===== src/rtl/lr_pkg.sv =====
// Constants and register map for the local/remote source selection block.
package lr_pkg;
  // Register indices; the byte address on the bus is four times the index.
  localparam logic [7:0] IDX_REMOTE_FREQ = 8'h14;
  localparam logic [7:0] IDX_REMOTE_CMD = 8'h15;
  localparam logic [7:0] IDX_DISP_CFG = 8'h19;
  localparam logic [7:0] IDX_USER_MAX = 8'h1a;
  localparam logic [7:0] IDX_USER_READBACK = 8'h1b;
  localparam logic [7:0] IDX_SWITCH_MODE = 8'h1d;
  localparam logic [7:0] IDX_LOCAL_FREQ = 8'h1e;
  localparam logic [7:0] IDX_LOCAL_CMD = 8'h1f;
  localparam logic [7:0] IDX_MAX_FREQ = 8'h40;
  localparam logic [7:0] IDX_STATUS = 8'h41;
  localparam logic [7:0] IDX_INPUT_MAP = 8'h42;
  // Reset values.
  localparam logic [15:0] RST_SWITCH_MODE = 16'h0004;
  localparam logic [15:0] RST_ZERO = 16'h0000;
  localparam logic [15:0] RST_MAX_FREQ = 16'h1770;
  // Local/remote switchover modes.
  localparam logic [15:0] MODE_HAND_OFF_AUTO = 16'h0000;
  localparam logic [15:0] MODE_STOP = 16'h0001;
  localparam logic [15:0] MODE_KEEP_REMOTE = 16'h0002;
  localparam logic [15:0] MODE_KEEP_LOCAL = 16'h0003;
  localparam logic [15:0] MODE_MAINTAIN = 16'h0004;
  // Master frequency source codes.
  localparam logic [15:0] SRC_KEYPAD = 16'h0000;
  localparam logic [15:0] SRC_SERIAL = 16'h0001;
  localparam logic [15:0] SRC_ANALOG = 16'h0002;
  localparam logic [15:0] SRC_UPDOWN = 16'h0003;
  localparam logic [15:0] SRC_PULSE = 16'h0004;
  localparam logic [15:0] SRC_DIAL = 16'h0007;
  localparam logic [15:0] SRC_PID = 16'h0009;
  // Display unit field and the percent code.
  localparam int UNIT_LSB = 4;
  localparam logic [15:0] UNIT_PERCENT = 16'h0021;
  // Field positions in the status and input map registers.
  localparam int ST_LOCAL = 0;
  localparam int ST_USE_LOCAL = 1;
  localparam int ST_HAND_OFF_AUTO = 2;
  localparam int ST_UNIT_VALID = 3;
  localparam int ST_PERCENT = 4;
  localparam int MAP_FN41 = 0;
  localparam int MAP_FN56 = 1;
  // Serial divider length in steps.
  localparam logic [5:0] DIV_STEPS = 6'h20;
endpackage : lr_pkg


===== src/rtl/scale_if.sv =====
// Request and answer signals between the selector and its scaling divider.
`timescale 1ns/1ps
interface scale_if;
  logic start;
  logic [31:0] dividend;
  logic [15:0] divisor;
  logic done;
  logic [15:0] quotient;
  modport requester (output start, output dividend, output divisor, input done, input quotient);
  modport divider (input start, input dividend, input divisor, output done, output quotient);
endinterface : scale_if


===== src/rtl/local_remote_source_select.sv =====
// Local/remote mode and frequency/command source selection with its register slave.
//
// Functional notes
// - User value readback shows the value only while user maximum is nonzero.
// - User value applies only when remote frequency source is keypad or serial.
// - Nonzero user maximum makes the keypad show the configured display unit.
// - Display unit configuration code 33 selects percent.
// - Switch mode 1 stops the drive on every local/remote switchover.
// - Switch mode 2 keeps running on remote settings after a switchover.
// - Switch mode 3 keeps running on local settings after a switchover.
// - Switch mode 4 uses the settings of whichever mode was entered.
// - Switch mode register resets to 4.
// - Sources come from the local pair when use_local is set, from the remote pair otherwise.
// - Switch mode 0 ignores the function-56 terminal input.
// - Nonzero switch mode shows the local or remote indicator.
// - Auto key selects remote, hand key selects local.
// - Nonzero switch mode disables keys; the function-56 terminal then selects the mode.
// - Local source codes: 0,1,2,3,4,7,9 are keypad..PID.
// - Local frequency source selects the reference in local mode.
// - Hand-off-auto acts only with terminal 41 or 56 mapped or keypad fitted.
// - Nonzero user maximum corresponds to the maximum output frequency.
// - Remote frequency source selects the reference in remote mode.
// - The drive comes up in remote mode.
//
// The implementer's own choice: the Avalon-MM slave port.
`timescale 1ns/1ps
module local_remote_source_select (
  input wire logic sys_clk,
  input wire logic rst_n,
  input wire logic [9:0] avs_address,
  input wire logic avs_read,
  input wire logic avs_write,
  input wire logic [31:0] avs_writedata,
  output logic [31:0] avs_readdata,
  output logic avs_waitrequest,
  input wire logic key_hand,
  input wire logic key_auto,
  input wire logic terminal_local_select,
  input wire logic keypad_fitted,
  input wire logic [15:0] output_frequency,
  output logic [15:0] active_freq_source,
  output logic [15:0] active_cmd_source,
  output logic local_indicator,
  output logic remote_indicator,
  output logic drive_stop,
  output logic unit_valid,
  output logic [11:0] display_unit,
  output logic percent_unit
);
  ////////////////////////////////////////////////////////////////////////////
  typedef struct packed {
    logic waitreq;
    logic [31:0] rdata;
    logic [15:0] remote_freq;
    logic [15:0] remote_cmd;
    logic [15:0] disp_cfg;
    logic [15:0] user_max;
    logic [15:0] switch_mode;
    logic [15:0] local_freq;
    logic [15:0] local_cmd;
    logic [15:0] max_freq;
    logic [1:0] input_map;
    logic mode_local;
    logic use_local;
    logic stop_pulse;
    logic [15:0] user_value;
    logic div_pending;
    logic [15:0] act_freq;
    logic [15:0] act_cmd;
    logic local_ind;
    logic remote_ind;
    logic unit_ok;
    logic [11:0] unit_code;
    logic percent;
    logic [15:0] readback;
  } sel_state_t;

  sel_state_t st;
  sel_state_t next_st;
  logic [3:0] pins;
  logic hand_s;
  logic auto_s;
  logic sel_s;
  logic fitted_s;
  logic hand_off_auto_on;
  logic req_local;
  logic req_remote;
  logic user_ok;
  logic [7:0] idx;
  logic bus_req;
  scale_if sif ();

  function automatic logic valid_local_src(input logic [15:0] code);
    valid_local_src = (code == lr_pkg::SRC_KEYPAD) || (code == lr_pkg::SRC_SERIAL) ||
      (code == lr_pkg::SRC_ANALOG) || (code == lr_pkg::SRC_UPDOWN) ||
      (code == lr_pkg::SRC_PULSE) || (code == lr_pkg::SRC_DIAL) || (code == lr_pkg::SRC_PID);
  endfunction : valid_local_src

  ////////////////////////////////////////////////////////////////////////////
  pin_sync #(.W(4)) u_sync (
    .sys_clk(sys_clk),
    .rst_n(rst_n),
    .pin_in({key_hand, key_auto, terminal_local_select, keypad_fitted}),
    .pin_out(pins)
  );

  user_scale_div u_div (
    .sys_clk(sys_clk),
    .rst_n(rst_n),
    .sif(sif.divider)
  );

  assign hand_s = pins[3];
  assign auto_s = pins[2];
  assign sel_s = pins[1];
  assign fitted_s = pins[0];
  assign idx = avs_address[9:2];
  assign bus_req = avs_read || avs_write;

  assign hand_off_auto_on = st.input_map[lr_pkg::MAP_FN41] || st.input_map[lr_pkg::MAP_FN56] || fitted_s;

  // Keys act only in mode 0, where the terminal is ignored; in a nonzero mode the keys are not even looked at.
  always_comb begin
    req_local = 1'b0;
    req_remote = 1'b0;
    if (hand_off_auto_on) begin
      if (st.switch_mode == lr_pkg::MODE_HAND_OFF_AUTO) begin
        req_local = hand_s && !auto_s;
        req_remote = auto_s && !hand_s;
      end else if (st.input_map[lr_pkg::MAP_FN56]) begin
        req_local = sel_s;
        req_remote = !sel_s;
      end
    end
  end

  assign user_ok = (st.remote_freq == lr_pkg::SRC_KEYPAD) || (st.remote_freq == lr_pkg::SRC_SERIAL);

  assign sif.start = st.div_pending;
  assign sif.dividend = 32'(output_frequency) * 32'(st.user_max);
  assign sif.divisor = st.max_freq;

  ////////////////////////////////////////////////////////////////////////////
  always_comb begin
    next_st = st;
    next_st.stop_pulse = 1'b0;
    // Bus slave: one wait cycle, then the access completes with waitrequest low.
    if (!st.waitreq) begin
      next_st.waitreq = 1'b1;
    end else if (bus_req) begin
      next_st.waitreq = 1'b0;
      case (idx)
        lr_pkg::IDX_REMOTE_FREQ: next_st.rdata = {16'h0000, st.remote_freq};
        lr_pkg::IDX_REMOTE_CMD: next_st.rdata = {16'h0000, st.remote_cmd};
        lr_pkg::IDX_DISP_CFG: next_st.rdata = {16'h0000, st.disp_cfg};
        lr_pkg::IDX_USER_MAX: next_st.rdata = {16'h0000, st.user_max};
        lr_pkg::IDX_USER_READBACK: next_st.rdata = {16'h0000, st.readback};
        lr_pkg::IDX_SWITCH_MODE: next_st.rdata = {16'h0000, st.switch_mode};
        lr_pkg::IDX_LOCAL_FREQ: next_st.rdata = {16'h0000, st.local_freq};
        lr_pkg::IDX_LOCAL_CMD: next_st.rdata = {16'h0000, st.local_cmd};
        lr_pkg::IDX_MAX_FREQ: next_st.rdata = {16'h0000, st.max_freq};
        lr_pkg::IDX_STATUS: next_st.rdata = {27'h000_0000, st.percent, st.unit_ok, hand_off_auto_on,
          st.use_local, st.mode_local};
        lr_pkg::IDX_INPUT_MAP: next_st.rdata = {30'h0000_0000, st.input_map};
        default: next_st.rdata = 32'h0000_0000;
      endcase
    end
    if (avs_write && !st.waitreq) begin
      case (idx)
        lr_pkg::IDX_REMOTE_FREQ: next_st.remote_freq = avs_writedata[15:0];
        lr_pkg::IDX_REMOTE_CMD: next_st.remote_cmd = avs_writedata[15:0];
        lr_pkg::IDX_DISP_CFG: next_st.disp_cfg = avs_writedata[15:0];
        lr_pkg::IDX_USER_MAX: next_st.user_max = avs_writedata[15:0];
        lr_pkg::IDX_SWITCH_MODE: begin
          if (avs_writedata[15:0] <= lr_pkg::MODE_MAINTAIN) begin
            next_st.switch_mode = avs_writedata[15:0];
          end
        end
        lr_pkg::IDX_LOCAL_FREQ: begin
          if (valid_local_src(avs_writedata[15:0])) begin
            next_st.local_freq = avs_writedata[15:0];
          end
        end
        lr_pkg::IDX_LOCAL_CMD: next_st.local_cmd = avs_writedata[15:0];
        lr_pkg::IDX_MAX_FREQ: next_st.max_freq = avs_writedata[15:0];
        lr_pkg::IDX_INPUT_MAP: next_st.input_map = avs_writedata[1:0];
        default: next_st.input_map = st.input_map;
      endcase
    end

    // Mode switchover and the choice of which pair of settings stays in force.
    if ((req_local && !st.mode_local) || (req_remote && st.mode_local)) begin
      next_st.mode_local = req_local;
      case (st.switch_mode)
        lr_pkg::MODE_STOP: begin
          next_st.stop_pulse = 1'b1;
          next_st.use_local = req_local;
        end
        lr_pkg::MODE_KEEP_REMOTE: next_st.use_local = 1'b0;
        lr_pkg::MODE_KEEP_LOCAL: next_st.use_local = 1'b1;
        default: next_st.use_local = req_local;
      endcase
    end

    next_st.act_freq = st.use_local ? st.local_freq : st.remote_freq;
    next_st.act_cmd = st.use_local ? st.local_cmd : st.remote_cmd;

    next_st.local_ind = (st.switch_mode != lr_pkg::MODE_HAND_OFF_AUTO) && st.mode_local;
    next_st.remote_ind = (st.switch_mode != lr_pkg::MODE_HAND_OFF_AUTO) && !st.mode_local;

    next_st.unit_ok = st.user_max != 16'h0000;
    next_st.unit_code = st.disp_cfg[15:lr_pkg::UNIT_LSB];
    next_st.percent = (st.user_max != 16'h0000) &&
      (st.disp_cfg[15:lr_pkg::UNIT_LSB] == lr_pkg::UNIT_PERCENT[15:lr_pkg::UNIT_LSB]);

    // The divider is rerun continuously so the value tracks the output frequency.
    next_st.div_pending = 1'b0;
    if (sif.done) begin
      next_st.user_value = sif.quotient;
      next_st.div_pending = 1'b1;
    end else if (!st.div_pending && st.user_value == 16'h0000 && st.readback == 16'h0000) begin
      next_st.div_pending = 1'b1;
    end
    next_st.readback = ((st.user_max != 16'h0000) && user_ok) ? st.user_value : 16'h0000;
  end

  ////////////////////////////////////////////////////////////////////////////
  always_ff @(posedge sys_clk or negedge rst_n) begin
    if (!rst_n) begin
      st <= '0;
      st.waitreq <= 1'b1;
      st.switch_mode <= lr_pkg::RST_SWITCH_MODE;
      st.local_freq <= lr_pkg::RST_ZERO;
      st.max_freq <= lr_pkg::RST_MAX_FREQ;
      st.mode_local <= 1'b0;
      st.use_local <= 1'b0;
      st.div_pending <= 1'b1;
    end else begin
      st <= next_st;
    end
  end

  assign avs_readdata = st.rdata;
  assign avs_waitrequest = st.waitreq;
  assign active_freq_source = st.act_freq;
  assign active_cmd_source = st.act_cmd;
  assign local_indicator = st.local_ind;
  assign remote_indicator = st.remote_ind;
  assign drive_stop = st.stop_pulse;
  assign unit_valid = st.unit_ok;
  assign display_unit = st.unit_code;
  assign percent_unit = st.percent;

  ////////////////////////////////////////////////////////////////////////////
  // local codes legal
  a_local_src_legal: assert property (@(posedge sys_clk) disable iff (!rst_n)
    valid_local_src(st.local_freq)) else $error("local frequency source holds an unlisted code");
  a_bad_code_kept: assert property (@(posedge sys_clk) disable iff (!rst_n)
    (avs_write && !st.waitreq && idx == lr_pkg::IDX_LOCAL_FREQ && !valid_local_src(avs_writedata[15:0]))
    |=> $stable(st.local_freq)) else $error("unlisted local source code was stored");
  a_readback_gated: assert property (@(posedge sys_clk) disable iff (!rst_n)
    (st.user_max == 16'h0000) ##1 (st.user_max == 16'h0000) |-> st.readback == 16'h0000)
    else $error("readback nonzero while user maximum is zero");
  a_readback_source: assert property (@(posedge sys_clk) disable iff (!rst_n)
    (st.readback != 16'h0000) |-> $past(user_ok)) else $error("readback shown for a wrong source");
  a_unit_shown: assert property (@(posedge sys_clk) disable iff (!rst_n)
    st.unit_ok == ($past(st.user_max) != 16'h0000)) else $error("unit display does not follow maximum");
  a_percent_code: assert property (@(posedge sys_clk) disable iff (!rst_n)
    (st.disp_cfg == lr_pkg::UNIT_PERCENT && st.user_max != 16'h0000) |=> st.percent)
    else $error("percent unit not selected");
  a_stop_switch: assert property (@(posedge sys_clk) disable iff (!rst_n)
    ($changed(st.mode_local) && $past(st.switch_mode) == lr_pkg::MODE_STOP) |-> st.stop_pulse ##1 !st.stop_pulse)
    else $error("no single stop pulse on switchover");
  a_keep_remote: assert property (@(posedge sys_clk) disable iff (!rst_n)
    ($changed(st.mode_local) && $past(st.switch_mode) == lr_pkg::MODE_KEEP_REMOTE) |-> !st.use_local)
    else $error("remote settings not kept");
  a_keep_local: assert property (@(posedge sys_clk) disable iff (!rst_n)
    ($changed(st.mode_local) && $past(st.switch_mode) == lr_pkg::MODE_KEEP_LOCAL) |-> st.use_local)
    else $error("local settings not kept");
  a_follow_mode: assert property (@(posedge sys_clk) disable iff (!rst_n)
    ($changed(st.mode_local) && $past(st.switch_mode) == lr_pkg::MODE_MAINTAIN) |-> st.use_local == st.mode_local)
    else $error("maintain mode does not follow the new mode");
  a_pair_select: assert property (@(posedge sys_clk) disable iff (!rst_n)
    st.use_local |=> st.act_freq == $past(st.local_freq)) else $error("local pair not used");
  a_key_disabled: assert property (@(posedge sys_clk) disable iff (!rst_n)
    (st.switch_mode != lr_pkg::MODE_HAND_OFF_AUTO && !st.input_map[lr_pkg::MAP_FN56]) |=> $stable(st.mode_local))
    else $error("keys changed mode while disabled");
  c_go_local: cover property (@(posedge sys_clk) disable iff (!rst_n) $rose(st.mode_local));
  c_stop_pulse: cover property (@(posedge sys_clk) disable iff (!rst_n) st.stop_pulse);
  c_readback: cover property (@(posedge sys_clk) disable iff (!rst_n) st.readback != 16'h0000);
endmodule : local_remote_source_select


===== src/rtl/pin_sync.sv =====
// Two-stage synchroniser for the keypad and terminal inputs.
`timescale 1ns/1ps
module pin_sync #(
  parameter int W = 4
) (
  input wire logic sys_clk,
  input wire logic rst_n,
  input wire logic [W-1:0] pin_in,
  output logic [W-1:0] pin_out
);
  typedef struct packed {
    logic [W-1:0] s1;
    logic [W-1:0] s2;
  } sync_state_t;
  sync_state_t st;
  sync_state_t next_st;
  always_comb begin
    next_st.s1 = pin_in;
    next_st.s2 = st.s1;
  end
  always_ff @(posedge sys_clk or negedge rst_n) begin
    if (!rst_n) begin
      st <= '0;
    end else begin
      st <= next_st;
    end
  end
  assign pin_out = st.s2;
endmodule : pin_sync


===== src/rtl/user_scale_div.sv =====
// Serial restoring divider that scales the frequency into the user-defined value.
`timescale 1ns/1ps
module user_scale_div (
  input wire logic sys_clk,
  input wire logic rst_n,
  scale_if.divider sif
);
  typedef struct packed {
    logic busy;
    logic done;
    logic [5:0] cnt;
    logic [16:0] partial;
    logic [31:0] quo;
    logic [15:0] div;
  } div_state_t;
  div_state_t st;
  div_state_t next_st;
  logic [16:0] trial;
  always_comb begin
    next_st = st;
    next_st.done = 1'b0;
    trial = {st.partial[15:0], st.quo[31]};
    if (!st.busy) begin
      if (sif.start) begin
        next_st.busy = 1'b1;
        next_st.cnt = lr_pkg::DIV_STEPS;
        next_st.partial = '0;
        next_st.quo = sif.dividend;
        next_st.div = sif.divisor;
      end
    end else begin
      if (trial >= {1'b0, st.div}) begin
        next_st.partial = trial - {1'b0, st.div};
        next_st.quo = {st.quo[30:0], 1'b1};
      end else begin
        next_st.partial = trial;
        next_st.quo = {st.quo[30:0], 1'b0};
      end
      next_st.cnt = st.cnt - 6'h01;
      if (st.cnt == 6'h01) begin
        next_st.busy = 1'b0;
        next_st.done = 1'b1;
      end
    end
  end
  always_ff @(posedge sys_clk or negedge rst_n) begin
    if (!rst_n) begin
      st <= '0;
    end else begin
      st <= next_st;
    end
  end
  // A quotient above the 16-bit range saturates rather than wrapping.
  assign sif.done = st.done;
  assign sif.quotient = (st.quo[31:16] != 16'h0000) ? 16'hffff : st.quo[15:0];
endmodule : user_scale_div


===== config.mk =====
export PLATFORM = sky130hd
export DESIGN_NAME = local_remote_source_select
export DESIGN_NICKNAME = d
export VERILOG_FILES = /design/src/rtl/lr_pkg.sv /design/src/rtl/scale_if.sv /design/src/rtl/local_remote_source_select.sv /design/src/rtl/pin_sync.sv /design/src/rtl/user_scale_div.sv
export SDC_FILE = /design/constraint.sdc
export NUM_CORES = 1
export LEC_CHECK = 0
export BUFFER_PORTS_ARGS = -buffer_cell sky130_fd_sc_hd__buf_2
export CORE_ASPECT_RATIO = 0.5
export CORE_MARGIN = 2
export CORE_UTILIZATION = 28
export CTS_CLUSTER_SIZE = 16
export DETAILED_ROUTE_END_ITERATION = 10
export HOLD_SLACK_MARGIN = 0.06
export PLACE_DENSITY = 0.49
export SKIP_LAST_GASP = 1
export SYNTH_ARGS = -nofsm -noshare
export SYNTH_HDL_FRONTEND = slang
export SYNTH_SLANG_ARGS = --single-unit

===== constraint.sdc =====
create_clock -name sys_clk -period 6.9 [get_ports sys_clk]
set_input_delay 0.69 -clock sys_clk [delete_from_list [all_inputs] [get_ports sys_clk]]
set_output_delay 0.69 -clock sys_clk [all_outputs]
set_load 0.02 [all_outputs]

==> results.sh <==
export IMPL_status="finished with violations"
export IMPL_violations="DRC"
export IMPL_end_kind="register"
export IMPL_rows=74
export IMPL_final_cell_mix="dfrtp_1 (300), nand2_1 (262), inv_1 (261), fa_1 (195), mux2_2 (151)"
export IMPL_regArea_sq_mm=0.00780
export IMPL_route_vias_total=16413
export IMPL_hp_class="primary input to register"
export IMPL_vias_per_cell=4.81
export IMPL_cp_endpoint="u_div.st[44]"
export IMPL_cp_startpoint="st[158]"
export IMPL_wl_per_cell_um=19.4
export IMPL_critPathMaxStageDelay_ns=0.93
export IMPL_clkTransAtPathRegs_ns=0.06
export IMPL_drt_total_wl_mm=66.0
export IMPL_crit_cells=19
export IMPL_ios=148
export IMPL_clkPwrFrac=0.374
export IMPL_finalWeightedCongestion=0.815
export IMPL_synth_seq_cells=311
export IMPL_p_sw_uw=1770
export IMPL_syn2layout_area_growth_pct=10.1
export IMPL_cts_setup_buffers=0
export IMPL_combinationalPowerShare=0.241
export IMPL_ir_drop_uv=158
export IMPL_min_period_ns=6.46
export IMPL_cts_path_max_buffers=3
export IMPL_synth_simple_area_share=0.139
export IMPL_skew_ns=0.0408
export IMPL_placed_area_sq_mm=0.0243
export IMPL_max_cap_violations=0
export IMPL_root_buffer="clkbuf_16"
export IMPL_internal_power_uw=3740
export IMPL_critPathRequiredTime_ns=7.35
export IMPL_arrival_ns=6.91
export IMPL_die_w_um=411
export IMPL_initial_core_util=0.284
export IMPL_portBuffers=113
export IMPL_leakagePower_uw=0.0125
export IMPL_syn_area_per_cell_sq_um=10.1
export IMPL_nNetsFinal=2666
export IMPL_clock_latency_ns=0.58
export IMPL_critPathBufInv=3
export IMPL_drive_above_1_share=0.168
export IMPL_rsz0062_at_grt="false"
export IMPL_max_slew_margin=0.310
export IMPL_finalHoldViolations=0
export IMPL_r2r_start="st[158]"
export IMPL_cts_resized=0
export IMPL_worstMarginPinSlew_ns=1.03
export IMPL_ys_flop_type="dfrtp_1"
export IMPL_drt_initial_drc_count=1144
export IMPL_synth_edff_count=0
export IMPL_setup_viol=0
export IMPL_crit_chain="nand2_1, fa_1, fa_1, inv_1, fa_1, fa_1, fa_1, inv_1, fa_1, inv_1, ha_1, o21a_1, o21ai_0, nor2_1, a221oi_1, o211ai_1, a221oi_2, xor2_1, a221oi_2"
export IMPL_dpl_hpwl_mm=49.6
export IMPL_rr_worst_depth=19
export IMPL_pwr_share_seq=0.386
export IMPL_cpMostUsedCell="fa_1"
export IMPL_synth_cell_type_count=79
export IMPL_slowest_stage="dfrtp_1"
export IMPL_yosysSeqAreaShare=0.335
export IMPL_cts_tree="built"
export IMPL_syn_inst=2292
export IMPL_synth_mux_area_frac=0.0859
export IMPL_crit_type="register to register"
export IMPL_path_max_fanout=19
export IMPL_first_pass_iters=11
export IMPL_die_area_sq_mm=0.0855
export IMPL_grt_overflow=0
export IMPL_grt_max_degree=171
export IMPL_fp_dieH_um=208
export IMPL_cts_made_buffers=35
export IMPL_synthAdderAreaFrac=0.234
export IMPL_maxSlewViolCount=0
export IMPL_synth_xor_area_frac=0.0155
export IMPL_r2r_end="u_div.st[44]"
export IMPL_grt_pass1_wl_mm=103
export IMPL_worst_setup_path_start_kind="register"
export IMPL_antenna_left=0
export IMPL_setup_tns_final_ns=0
export IMPL_synth_compound_area_frac=0.0988
export IMPL_finalInstanceArea_sq_mm=0.0256
export IMPL_diodes=0
export IMPL_async_flop_share=1.00
export IMPL_multi_input_area_sq_mm=0.0134
export IMPL_fin_crit_sh=0.936
export IMPL_route_detailed_drc=5
export IMPL_first_global_vias=16742
export IMPL_grt_use_total=0.155
export IMPL_switching_share=0.321
export IMPL_syn_area_sq_mm=0.0232
export IMPL_cts_sinks=311
export IMPL_ys_warn_count=0
export IMPL_coreArea_sq_mm=0.0819
export IMPL_r2r_slack_ns=0.44
export IMPL_num_fill_cells=8487
export IMPL_htreeDepth=2
export IMPL_path_delay_family="adder cells"
export IMPL_synth_top_family_by_area="adder cells"
export IMPL_max_clock_freq_mhz=155
export IMPL_powerDensity_mw_per_mm2=215
export IMPL_final_common_cell="dfrtp_1"
export IMPL_grt_antenna_before_repair=0
power groups by stage:
| stage | Sequential [uW] | Clock [uW] | Combinational [uW] |
|---|---|---|---|
| 2_1_floorplan | 2090 | 0 | 1020 |
| 3_3_place_gp | 2160 | 0 | 1320 |
| 3_5_place_dp | 2160 | 0 | 1330 |
| 4_1_cts | 2130 | 2110 | 1340 |
| 5_1_grt | 2150 | 2190 | 1500 |
| 6_report | 2130 | 2060 | 1330 |
per-layer routing:
metal / part of all wire / up-vias / GRT usage
met1: 0.48 / 8537 / 0.225
li1: - / 7503 / -
met5: 0 / - / 0
met4: 0.018 / 0 / 0.0354
met2: 0.46 / 302 / 0.244
met3: 0.041 / 71 / 0.0198
cell families (layout without fill, tap and decap cells):
family                   after synthesis  in the layout
AND/OR/NAND/NOR                      635            635
buffers and inverters                464            466
AO/OA/AOI/OAI                        345            345
adder cells (fa/ha/maj)              317            317
flip-flops                           311            311
multiplexers                         178            178
XOR/XNOR                              41             41
other                                  1             16
metrics by stage:
stage / hold WS [ns] / total power (uW) / std cells / worst slack [ns] / utilization
6_report: 0.225 / 5510 / 3411 / 0.444 / 0.312
5_1_grt: 0.213 / 5840 / 3411 / 0.0785 / 0.312
4_1_cts: 0.196 / 5580 / 3411 / 0.398 / 0.312
3_5_place_dp: 0.335 / 3490 / 3347 / 0.367 / 0.297
3_3_place_gp: 0.341 / 3470 / 3347 / 0.464 / 0.297
2_1_floorplan: 0.331 / 3110 / 2307 / 0.937 / -
timing repair:
item	4_1_cts	5_1_grt
setup endpoints to repair	0	0
hold endpoints to repair	2	0
hold buffers	1	0
registers in the layout (all words and copies together), names as in the netlist, 4 cells and up:
signal / flops
u_sync.next_st: 4
u_div.st: 71
u_sync.pin_out: 4
sif.divisor: 16
active_cmd_source: 16
avs_readdata: 16
next_st: 12
st: 136
active_freq_source: 16
display_unit: 12
layout make-up:
| class | instances | area share |
|---|---|---|
| multi-input cells | 1532 | 0.523 |
| clock buffers | 48 | 0.0389 |
| flip-flops and latches | 311 | 0.305 |
| inverters | 261 | 0.0383 |
| repair buffers | 142 | 0.0316 |
| well taps | 1102 | 0.0539 |
| clock inverters | 15 | 0.0102 |
worst min-delay path by stage:
stage                      start           endpoint  depth (start not counted)
4_1_cts            keypad_fitted  u_sync.next_st[0]                          1
3_3_place_gp   u_sync.next_st[3]  u_sync.pin_out[3]                          0
5_1_grt            keypad_fitted  u_sync.next_st[0]                          1
3_5_place_dp   u_sync.next_st[1]  u_sync.pin_out[1]                          0
6_report           keypad_fitted  u_sync.next_st[0]                          1
2_1_floorplan  u_sync.next_st[0]  u_sync.pin_out[0]                          0
cells in the mapped netlist, types with 18 or more instances:
master | n | share of area
a21o_1 | 22 | 0.0071
buf_2 | 18 | 0.0039
clkbuf_1 | 94 | 0.015
dfrtp_1 | 301 | 0.32
ha_1 | 122 | 0.066
nor2b_1 | 26 | 0.0070
nor2_1 | 50 | 0.0081
and2_1 | 150 | 0.040
nand3_1 | 31 | 0.0067
fa_1 | 195 | 0.17
mux2i_1 | 25 | 0.011
mux2_2 | 151 | 0.073
xor2_1 | 21 | 0.0079
o21ai_0 | 86 | 0.019
xnor2_1 | 20 | 0.0075
inv_1 | 261 | 0.042
nor4_1 | 25 | 0.0067
buf_4 | 80 | 0.026
a21oi_1 | 78 | 0.017
nand2_1 | 262 | 0.042
(Power assumes the default switching activity.)
